## src/shared/svm_pkg.sv

```systemverilog
/*
 shared constants and types for the supply monitor control block.
 assumes a single clk_sys domain and a byte-wide register port at the documented offsets.
*/
// What the document requires of this block and its software
// writing enable bit 7 high starts the comparator, low stops detection.
// software waits the settling time after enabling before trusting the flag.
// mode bit 1 picks interrupt (0) or internal reset (1) on low supply.
// flag bit 0 reads 1 while supply is low, else 0 or when disabled.
// control bit 0 is read-only; writes never change it.
// interrupt request follows the flag only when enabled and in interrupt mode.
// reset mode holds internal reset while supply is low, releases when adequate.
// control register clears on any reset except one caused by the detector.
// level register clears on any reset except one caused by the detector.
// four-bit level picks one of ten thresholds; codes 10 to 15 forbidden.
// software writes zero to control bits 2 through 6.
// software writes zero to level register bits 4 through 7.
// software disables detection before changing the level field.
// stop reset mode by writing 00H, or clear mode then enable.
// reset-mode start: mask, set level, enable, wait, confirm flag, set mode.
// interrupt-mode start ends: clear pending, unmask, enable vectored interrupts.
// software masks the detector interrupt before enabling detection.
// any reset sets the detector interrupt mask flag to 1.
// a detector-caused reset sets reset-cause bit 0 to 1.
// comparator output passes two flip-flops before driving flag, request or reset.
package svm_pkg;
  localparam logic [15:0] SVM_CTRL_ADDR   = 16'hFF50;
  localparam logic [15:0] SVM_LEVEL_ADDR  = 16'hFF51;
  localparam logic [7:0]  SVM_CTRL_RST    = 8'h00;
  localparam logic [7:0]  SVM_LEVEL_RST   = 8'h00;
  localparam int          SVM_EN_BIT      = 7;
  localparam int          SVM_MODE_BIT    = 1;
  localparam int          SVM_FLAG_BIT    = 0;
  localparam int          SVM_CODE_W      = 4;
  localparam logic [3:0]  SVM_CODE_MAX    = 4'h9;
  localparam int          SVM_CAUSE_BIT   = 0;
  localparam real         SVM_SETTLE_MS   = 0.2;
  localparam real         SVM_CLK_MHZ     = 125.0;
  localparam int          SVM_SETTLE_CYC  = int'(SVM_SETTLE_MS * 1000.0 * SVM_CLK_MHZ);

  typedef struct packed {
    logic        enable;
    logic        reset_mode;
  } svm_ctrl_t;

  typedef struct packed {
    logic        wr;
    logic        rd;
    logic [15:0] addr;
    logic [7:0]  wdata;
  } svm_bus_t;
endpackage

```

## src/rtl/svm_ctrl.sv

```systemverilog
/*
 supply monitor control: byte registers, synchronised comparator, interrupt and reset requests.
 assumes the analog comparator supplies cmp_low_raw, and that the reset-cause and interrupt
 controller logic outside take low_supply_reset_req and low_supply_irq.
*/
`timescale 1ns/1ns
module svm_ctrl
  import svm_pkg::*;
#(
  parameter int SETTLE_CYC = SVM_SETTLE_CYC
) (
  // clock and resets
  input  wire logic        clk_sys,
  input  wire logic        rst,
  input  wire logic        rst_by_monitor,
  // register port
  input  wire svm_bus_t    bus,
  output logic [7:0]       rdata,
  // comparator and outputs
  input  wire logic        cmp_low_raw,
  output logic [3:0]       threshold_code,
  output logic             comparator_on,
  output logic             low_supply_irq,
  output logic             low_supply_reset_req,
  output logic             low_supply_irq_mask,
  output logic             low_supply_reset_cause,
  output logic             settle_done
);

  svm_ctrl_t             ctrl_reg;
  logic [7:0]            level_reg;
  logic                  sync1_reg;
  logic                  sync2_reg;
  logic                  flag;
  logic [31:0]           settle_cnt_reg;
  logic                  wr_ctrl;
  logic                  wr_level;

  assign wr_ctrl  = bus.wr && (bus.addr == SVM_CTRL_ADDR);
  assign wr_level = bus.wr && (bus.addr == SVM_LEVEL_ADDR);

  // detector reset keeps the settings so software can see why it restarted
  always_ff @(posedge clk_sys) begin
    if (rst && !rst_by_monitor) begin
      ctrl_reg <= '{enable: SVM_CTRL_RST[SVM_EN_BIT], reset_mode: SVM_CTRL_RST[SVM_MODE_BIT]};
    end else if (!rst && wr_ctrl) begin
      ctrl_reg.enable     <= bus.wdata[SVM_EN_BIT];
      ctrl_reg.reset_mode <= bus.wdata[SVM_MODE_BIT];
    end
  end

  // forbidden codes are stored as written; the analog side decides what they mean
  always_ff @(posedge clk_sys) begin
    if (rst && !rst_by_monitor) begin
      level_reg <= SVM_LEVEL_RST;
    end else if (!rst && wr_level) begin
      level_reg <= bus.wdata;
    end
  end

  always_ff @(posedge clk_sys) begin
    if (rst || !ctrl_reg.enable) begin
      sync1_reg <= 1'b0;
      sync2_reg <= 1'b0;
    end else begin
      sync1_reg <= cmp_low_raw;
      sync2_reg <= sync1_reg;
    end
  end

  assign flag = ctrl_reg.enable && sync2_reg;

  always_ff @(posedge clk_sys) begin
    if (rst) begin
      low_supply_irq       <= 1'b0;
      low_supply_reset_req <= 1'b0;
    end else begin
      low_supply_irq       <= flag && !ctrl_reg.reset_mode;
      low_supply_reset_req <= flag && ctrl_reg.reset_mode;
    end
  end

  // analog settings follow the kept registers through a detector reset
  always_ff @(posedge clk_sys) begin
    if (rst && !rst_by_monitor) begin
      comparator_on        <= 1'b0;
      threshold_code       <= SVM_LEVEL_RST[SVM_CODE_W-1:0];
    end else begin
      comparator_on        <= ctrl_reg.enable;
      threshold_code       <= level_reg[SVM_CODE_W-1:0];
    end
  end

  always_ff @(posedge clk_sys) begin
    if (rst) begin
      low_supply_irq_mask <= 1'b1;
    end else begin
      low_supply_irq_mask <= low_supply_irq_mask;
    end
  end

  // cause bit set by the detector reset itself; other resets clear it
  always_ff @(posedge clk_sys) begin
    if (rst) begin
      low_supply_reset_cause <= rst_by_monitor;
    end
  end

  // settle counter gives software a visible ready level after enable
  always_ff @(posedge clk_sys) begin
    if (rst || !ctrl_reg.enable) begin
      settle_cnt_reg <= 32'h0000_0000;
      settle_done    <= 1'b0;
    end else if (settle_cnt_reg < 32'(SETTLE_CYC)) begin
      settle_cnt_reg <= settle_cnt_reg + 32'h0000_0001;
      settle_done    <= 1'b0;
    end else begin
      settle_done    <= 1'b1;
    end
  end

  always_ff @(posedge clk_sys) begin
    if (rst) begin
      rdata <= 8'h00;
    end else if (bus.rd && bus.addr == SVM_CTRL_ADDR) begin
      rdata <= 8'h00;
      rdata[SVM_EN_BIT]   <= ctrl_reg.enable;
      rdata[SVM_MODE_BIT] <= ctrl_reg.reset_mode;
      rdata[SVM_FLAG_BIT] <= flag;
    end else if (bus.rd && bus.addr == SVM_LEVEL_ADDR) begin
      rdata <= level_reg;
    end else begin
      rdata <= 8'h00;
    end
  end

endmodule // svm_ctrl

```

## config.mk

```make
export PLATFORM = sky130hd
export DESIGN_NAME = svm_ctrl
export DESIGN_NICKNAME = d
export VERILOG_FILES = /design/src/shared/svm_pkg.sv /design/src/rtl/svm_ctrl.sv
export SDC_FILE = /design/constraint.sdc
export NUM_CORES = 1
export LEC_CHECK = 0
export ABC_CLOCK_PERIOD_IN_PS = 1800
export BUFFER_PORTS_ARGS = -buffer_cell sky130_fd_sc_hd__buf_2
export CAP_MARGIN = 5
export CORE_AREA = 2 2 84 70
export CTS_CLUSTER_DIAMETER = 150
export DETAILED_ROUTE_END_ITERATION = 6
export DIE_AREA = 0 0 86 72
export HOLD_SLACK_MARGIN = 0.1
export PLACE_DENSITY_LB_ADDON = 0.15
export SLEW_MARGIN = 15
export SYNTH_ARGS = -nofsm -noshare
export SYNTH_HDL_FRONTEND = slang
export SYNTH_SLANG_ARGS = --single-unit
export TNS_END_PERCENT = 50
```

## constraint.sdc

```tcl
create_clock -name clk_sys -period 1.8 [get_ports clk_sys]
set_input_delay 0.18 -clock clk_sys [delete_from_list [all_inputs] [get_ports clk_sys]]
set_output_delay 0.18 -clock clk_sys [all_outputs]
set_load 0.005 [all_outputs]
```

### Yosys cells after proc, flatten, opt, wreduce, memory -nomap -nowiden

Cells that the tools add are included.

| operators by class | value |
|---|---|
| bitwise gates (word level) | 1 |
| magnitude comparators | 1 |
| equality and inequality tests | 2 |
| muxes and demuxes | 3 |
| reduce and logical (&&, ||, !) cells | 16 |
| add/sub/neg operators | 1 |

Operator list:

| cell | count |
|---|---|
| $add A32 B1 Y32 const B | 1 |
| $eq A16 B16 Y1 const B | 2 |
| $lt A32 B15 Y1 const B | 1 |
| $mux W8 | 2 |
| $logic_and A1 B1 Y1 | 10 |
| $logic_not A1 Y1 | 4 |
| $reduce_or A3 Y1 | 1 |
| $logic_or A1 B1 Y1 | 1 |
| $mux W1 | 1 |
| $not A1 Y1 | 1 |

| word-level totals | value |
|---|---|
| flip-flop bits (word level) | 61 |
| output and inout bits | 18 |

### Logic depth before layout (Yosys ltp)

| logic depth | value |
|---|---|
| depth after elaboration | 4 |
| depth in mapped cells | 7 |

### Worst setup path after synthesis

Ideal clock, no wire load.

| timing | value |
|---|---|
| kind | reg2reg |
| from | reg settle_cnt_reg[24] |
| to | reg settle_cnt_reg[12] |
| path buffers | 1 |
| period minus slack after synthesis | 1723 ps |
| library setup time | 59 ps |
| setup slack | 77 ps |
| arrival | 1664 ps |
| required time | 1741 ps |
| stages on the path, launching flop included | 7 |
| cell sequence | dfxtp_1 > nor4_2 > nand4_1 > a211o_2 > buf_6 > or4_1 > nand2_1 |

| on the way | value |
|---|---|
| longest elaborated chain between the ends | 1 |

Ends and longest elaborated chain:

| item | line | RTL |
|---|---|---|
| from (decl) | svm_ctrl.sv:35 | `logic [31:0] settle_cnt_reg;` |
| from (signal assigned) | svm_ctrl.sv:115 | `settle_cnt_reg <= settle_cnt_reg + 32'h0000_0001;` |
| $lt A32 B15 Y1 | svm_ctrl.sv:114 | `end else if (settle_cnt_reg < 32'(SETTLE_CYC)) begin` |

Every way passes these cells.
A chain may end at the register's enable or synchronous reset.

### Worst setup path in the final report

| timing | value |
|---|---|
| from | reg settle_cnt_reg[31] |
| to | reg settle_cnt_reg[6] |

The elaborated chain is that of the path after synthesis.

==> impl_metrics.py <==
metrics = {
    "die": {
        "row_count": 24,
        "die_w_um": 86,
        "core_area_um2": 5320,
        "die_h_um": 72,
        "io_pins": 48,
        "initial_core_util": 0.422,
        "die_area_um2": 6190,
    },
    "finish": {
        "syn_to_final_growth_pct": 33.2,
        "layoutNonFillerInstCount": 376,
        "nets": 337,
        "diodes": 0,
        "final_cell_mix": "dfxtp_1, buf_2, nor2_1, and2_1, buf_4",
        "drive_above_1_share": 0.312,
        "final_core_util": 0.562,
        "largest_reg_flops": 32,
        "layout_commonest_cell": "dfxtp_1",
    },
    "grt": {
        "grtUsageTotal": 0.165,
        "grt_pass1_wl_mm": 7.87,
        "grt_pass1_vias": 1775,
        "grt_max_degree": 30,
        "antenna_found_initial": 0,
        "grt-ovfl-total": 0,
    },
    "clock_tree": {
        "clk_path_buf_depth": 2,
        "cts_buffers": 9,
        "cts.root.buffer_cell": "clkbuf_8",
        "cts_tree": "built",
        "clkLatencyLatePin_ns": 0.34,
        "htree_num_levels": 3,
        "clk_pin_slew_ns": 0.07,
        "clock-sinks": 61,
        "cts_setup_buffers": 0,
    },
    "power": {
        "vdd_ir_drop_max_mv": 0.467,
        "leakagePower_uw": 0.00133,
        "power_density_nw_per_um2": 828,
    },
    "synthesis": {
        "synth-adder-area-share": 0.00558,
        "synth_area_per_cell_um2": 9.88,
        "netlist_area_um2": 2240,
        "synth_xor_area_frac": 0.00390,
        "synth_top_family_by_area": "simple AND/OR/NAND/NOR gates",
        "ys_ff_latch": 61,
        "ys_seq_area_frac": 0.549,
        "synth-edff-count": 1,
        "synth.net_count": 258,
        "muxShareOfSynthArea": 0.0535,
        "synth_top_flop_cell": "dfxtp_1",
        "async_flop_share": 0,
        "synth_compound_area_frac": 0.0692,
        "synth.distinct_cells": 38,
        "ys_warn_count": 0,
        "synth-simple-area-share": 0.283,
        "syn_inst": 227,
    },
    "sta": {
        "drv_slew": 0,
        "fmax_ghz": 0.533,
        "period_share": 1.04,
        "fin_crit_ns": 1.88,
        "clock_skew_ns": 0.00475,
        "finalSetupViolCount": 6,
        "hold_viol": 0,
        "setup_ws_ns": -0.0776,
        "fin_setup_tns_ns": -0.300,
        "rsz0062_at_grt": "yes",
    },
    "routing": {
        "first_iter_violations": 67,
        "wl_per_cell_um": 12.1,
        "via_per_inst": 4.90,
        "drc_errors": 0,
        "vias": 1842,
        "drt-pass1-iter-count": 4,
        "drt.antenna.violating_nets": 0,
        "routed_wl_mm": 4.57,
    },
    "placement": {
        "hpwl_mm": 3.01,
        "gp_congestion": 0.767,
        "portBuffers": 46,
        "dp_cells": 347,
    },
    "critical_path": {
        "critPathMaxFanout": 6,
        "path_class": "reg -> reg",
        "endpoint_kind": "flip-flop",
        "r2r_slack_ns": -0.08,
        "cp_slowest_stage_delay_ns": 0.52,
        "critical_path.slowest_cell": "or4_1",
        "start_kind": "flip-flop",
        "cp_cell_sequence": "nor4_2, nand4_1, a211o_4, or4_1, a21oi_1",
        "arrival_ns": 2.14,
        "cp_data_required_time_ns": 2.07,
    },
    "min_path": {
        "holdCritPathClass": "in -> reg",
    },
    "run_status": {
        "status": "finished with violations",
        "violations": "setup timing",
    },
    "job": {
        "drv_cap": 0,
    },
}
[layer usage]
layer	part of all wire	vias up	track usage
met3	0.055	10	0.0739
met1	0.49	826	0.213
met5	0	-	0
li1	-	959	-
met2	0.43	47	0.237
met4	0.018	0	0.0723
[per-stage QoR]
| step | hold slack [ns] | setup WS [ns] | total power (uW) | cell area, um^2 |
|---|---|---|---|---|
| after floorplan | 0.279 | 0.0770 | 1400 | 2240 |
| after global routing | 0.120 | -0.181 | 2590 | 2990 |
| after global placement | 0.375 | -0.0925 | 1440 | 2650 |
| after detailed placement | 0.382 | -0.130 | 1440 | 2650 |
| after CTS | 0.109 | -0.0528 | 2520 | 2970 |
| final | 0.125 | -0.0776 | 2480 | 2990 |
[logic make-up (layout without fill, tap and decap cells)]
kind of cell | Yosys count | count (layout)
XOR/XNOR | 1 | 1
flip-flops | 61 | 61
AND/OR/NAND/NOR | 110 | 110
AO/OA/AOI/OAI | 24 | 26
multiplexers | 12 | 12
buffers and inverters | 17 | 99
other | 1 | 1
adder cells (fa/ha/maj) | 1 | 1
[critical path, delay by kind of cell, from the launching register on]
family	cells	cell delay, ns
AO/OA/AOI/OAI	2	0.49
flip-flops	1	0.33
AND/OR/NAND/NOR	3	0.99
[synthesized netlist by cell type, types with 2 or more instances]
master	count	area, um^2
mux2i_1	12	120
o21ai_0	4	20.0
and2_1	20	125
nor3_1	6	30.0
o31ai_1	3	22.5
nand3_1	8	40.0
or3_1	3	18.8
clkbuf_1	6	22.5
nand2_1	15	56.3
nor4_2	2	25.0
nor2_1	25	93.8
dfxtp_1	60	1200
o211ai_1	7	52.6
inv_1	7	26.3
and3_1	2	12.5
a21oi_1	7	35.0
nand4_1	5	31.3
or4_1	9	67.6
nand4b_1	2	17.5
nor2b_1	6	37.5
[power by group]
part | internal, uW | switching [uW]
Combinational | 44.7 | 25.9
Sequential | 1350 | 0.578
Clock | 502 | 548
Total | 1900 | 574
[worst paths after layout]
| kind | from | end | cells after the start |
|---|---|---|---|
| hold / removal | bus[24] | rdata[7] | 3 |
| hold reg to reg | sync1_reg | sync2_reg | 1 |
| setup reg to reg | settle_cnt_reg[31] | settle_cnt_reg[6] | 5 |
| setup / recovery | settle_cnt_reg[31] | settle_cnt_reg[6] | 5 |
[layout make-up]
cell class                 count  area, um^2
fill                         464        2330
tap                           65        81.3
multi-input combinational    151         988
clock buffer                   9         124
timing repair buffer          76         483
clock inverter                 7        51.3
sequential                    61        1230
inverter                       7        26.3
[what timing repair did]
action | CTS | global route
endpoints found under the hold margin | 12 | 0
pin swaps | 8 | 1
cloned | 2 | 0
setup endpoints to repair | 12 | 12
hold buffers | 11 | 0
resized for setup | 4 | 6
Power figures use the tool's default switching activity.
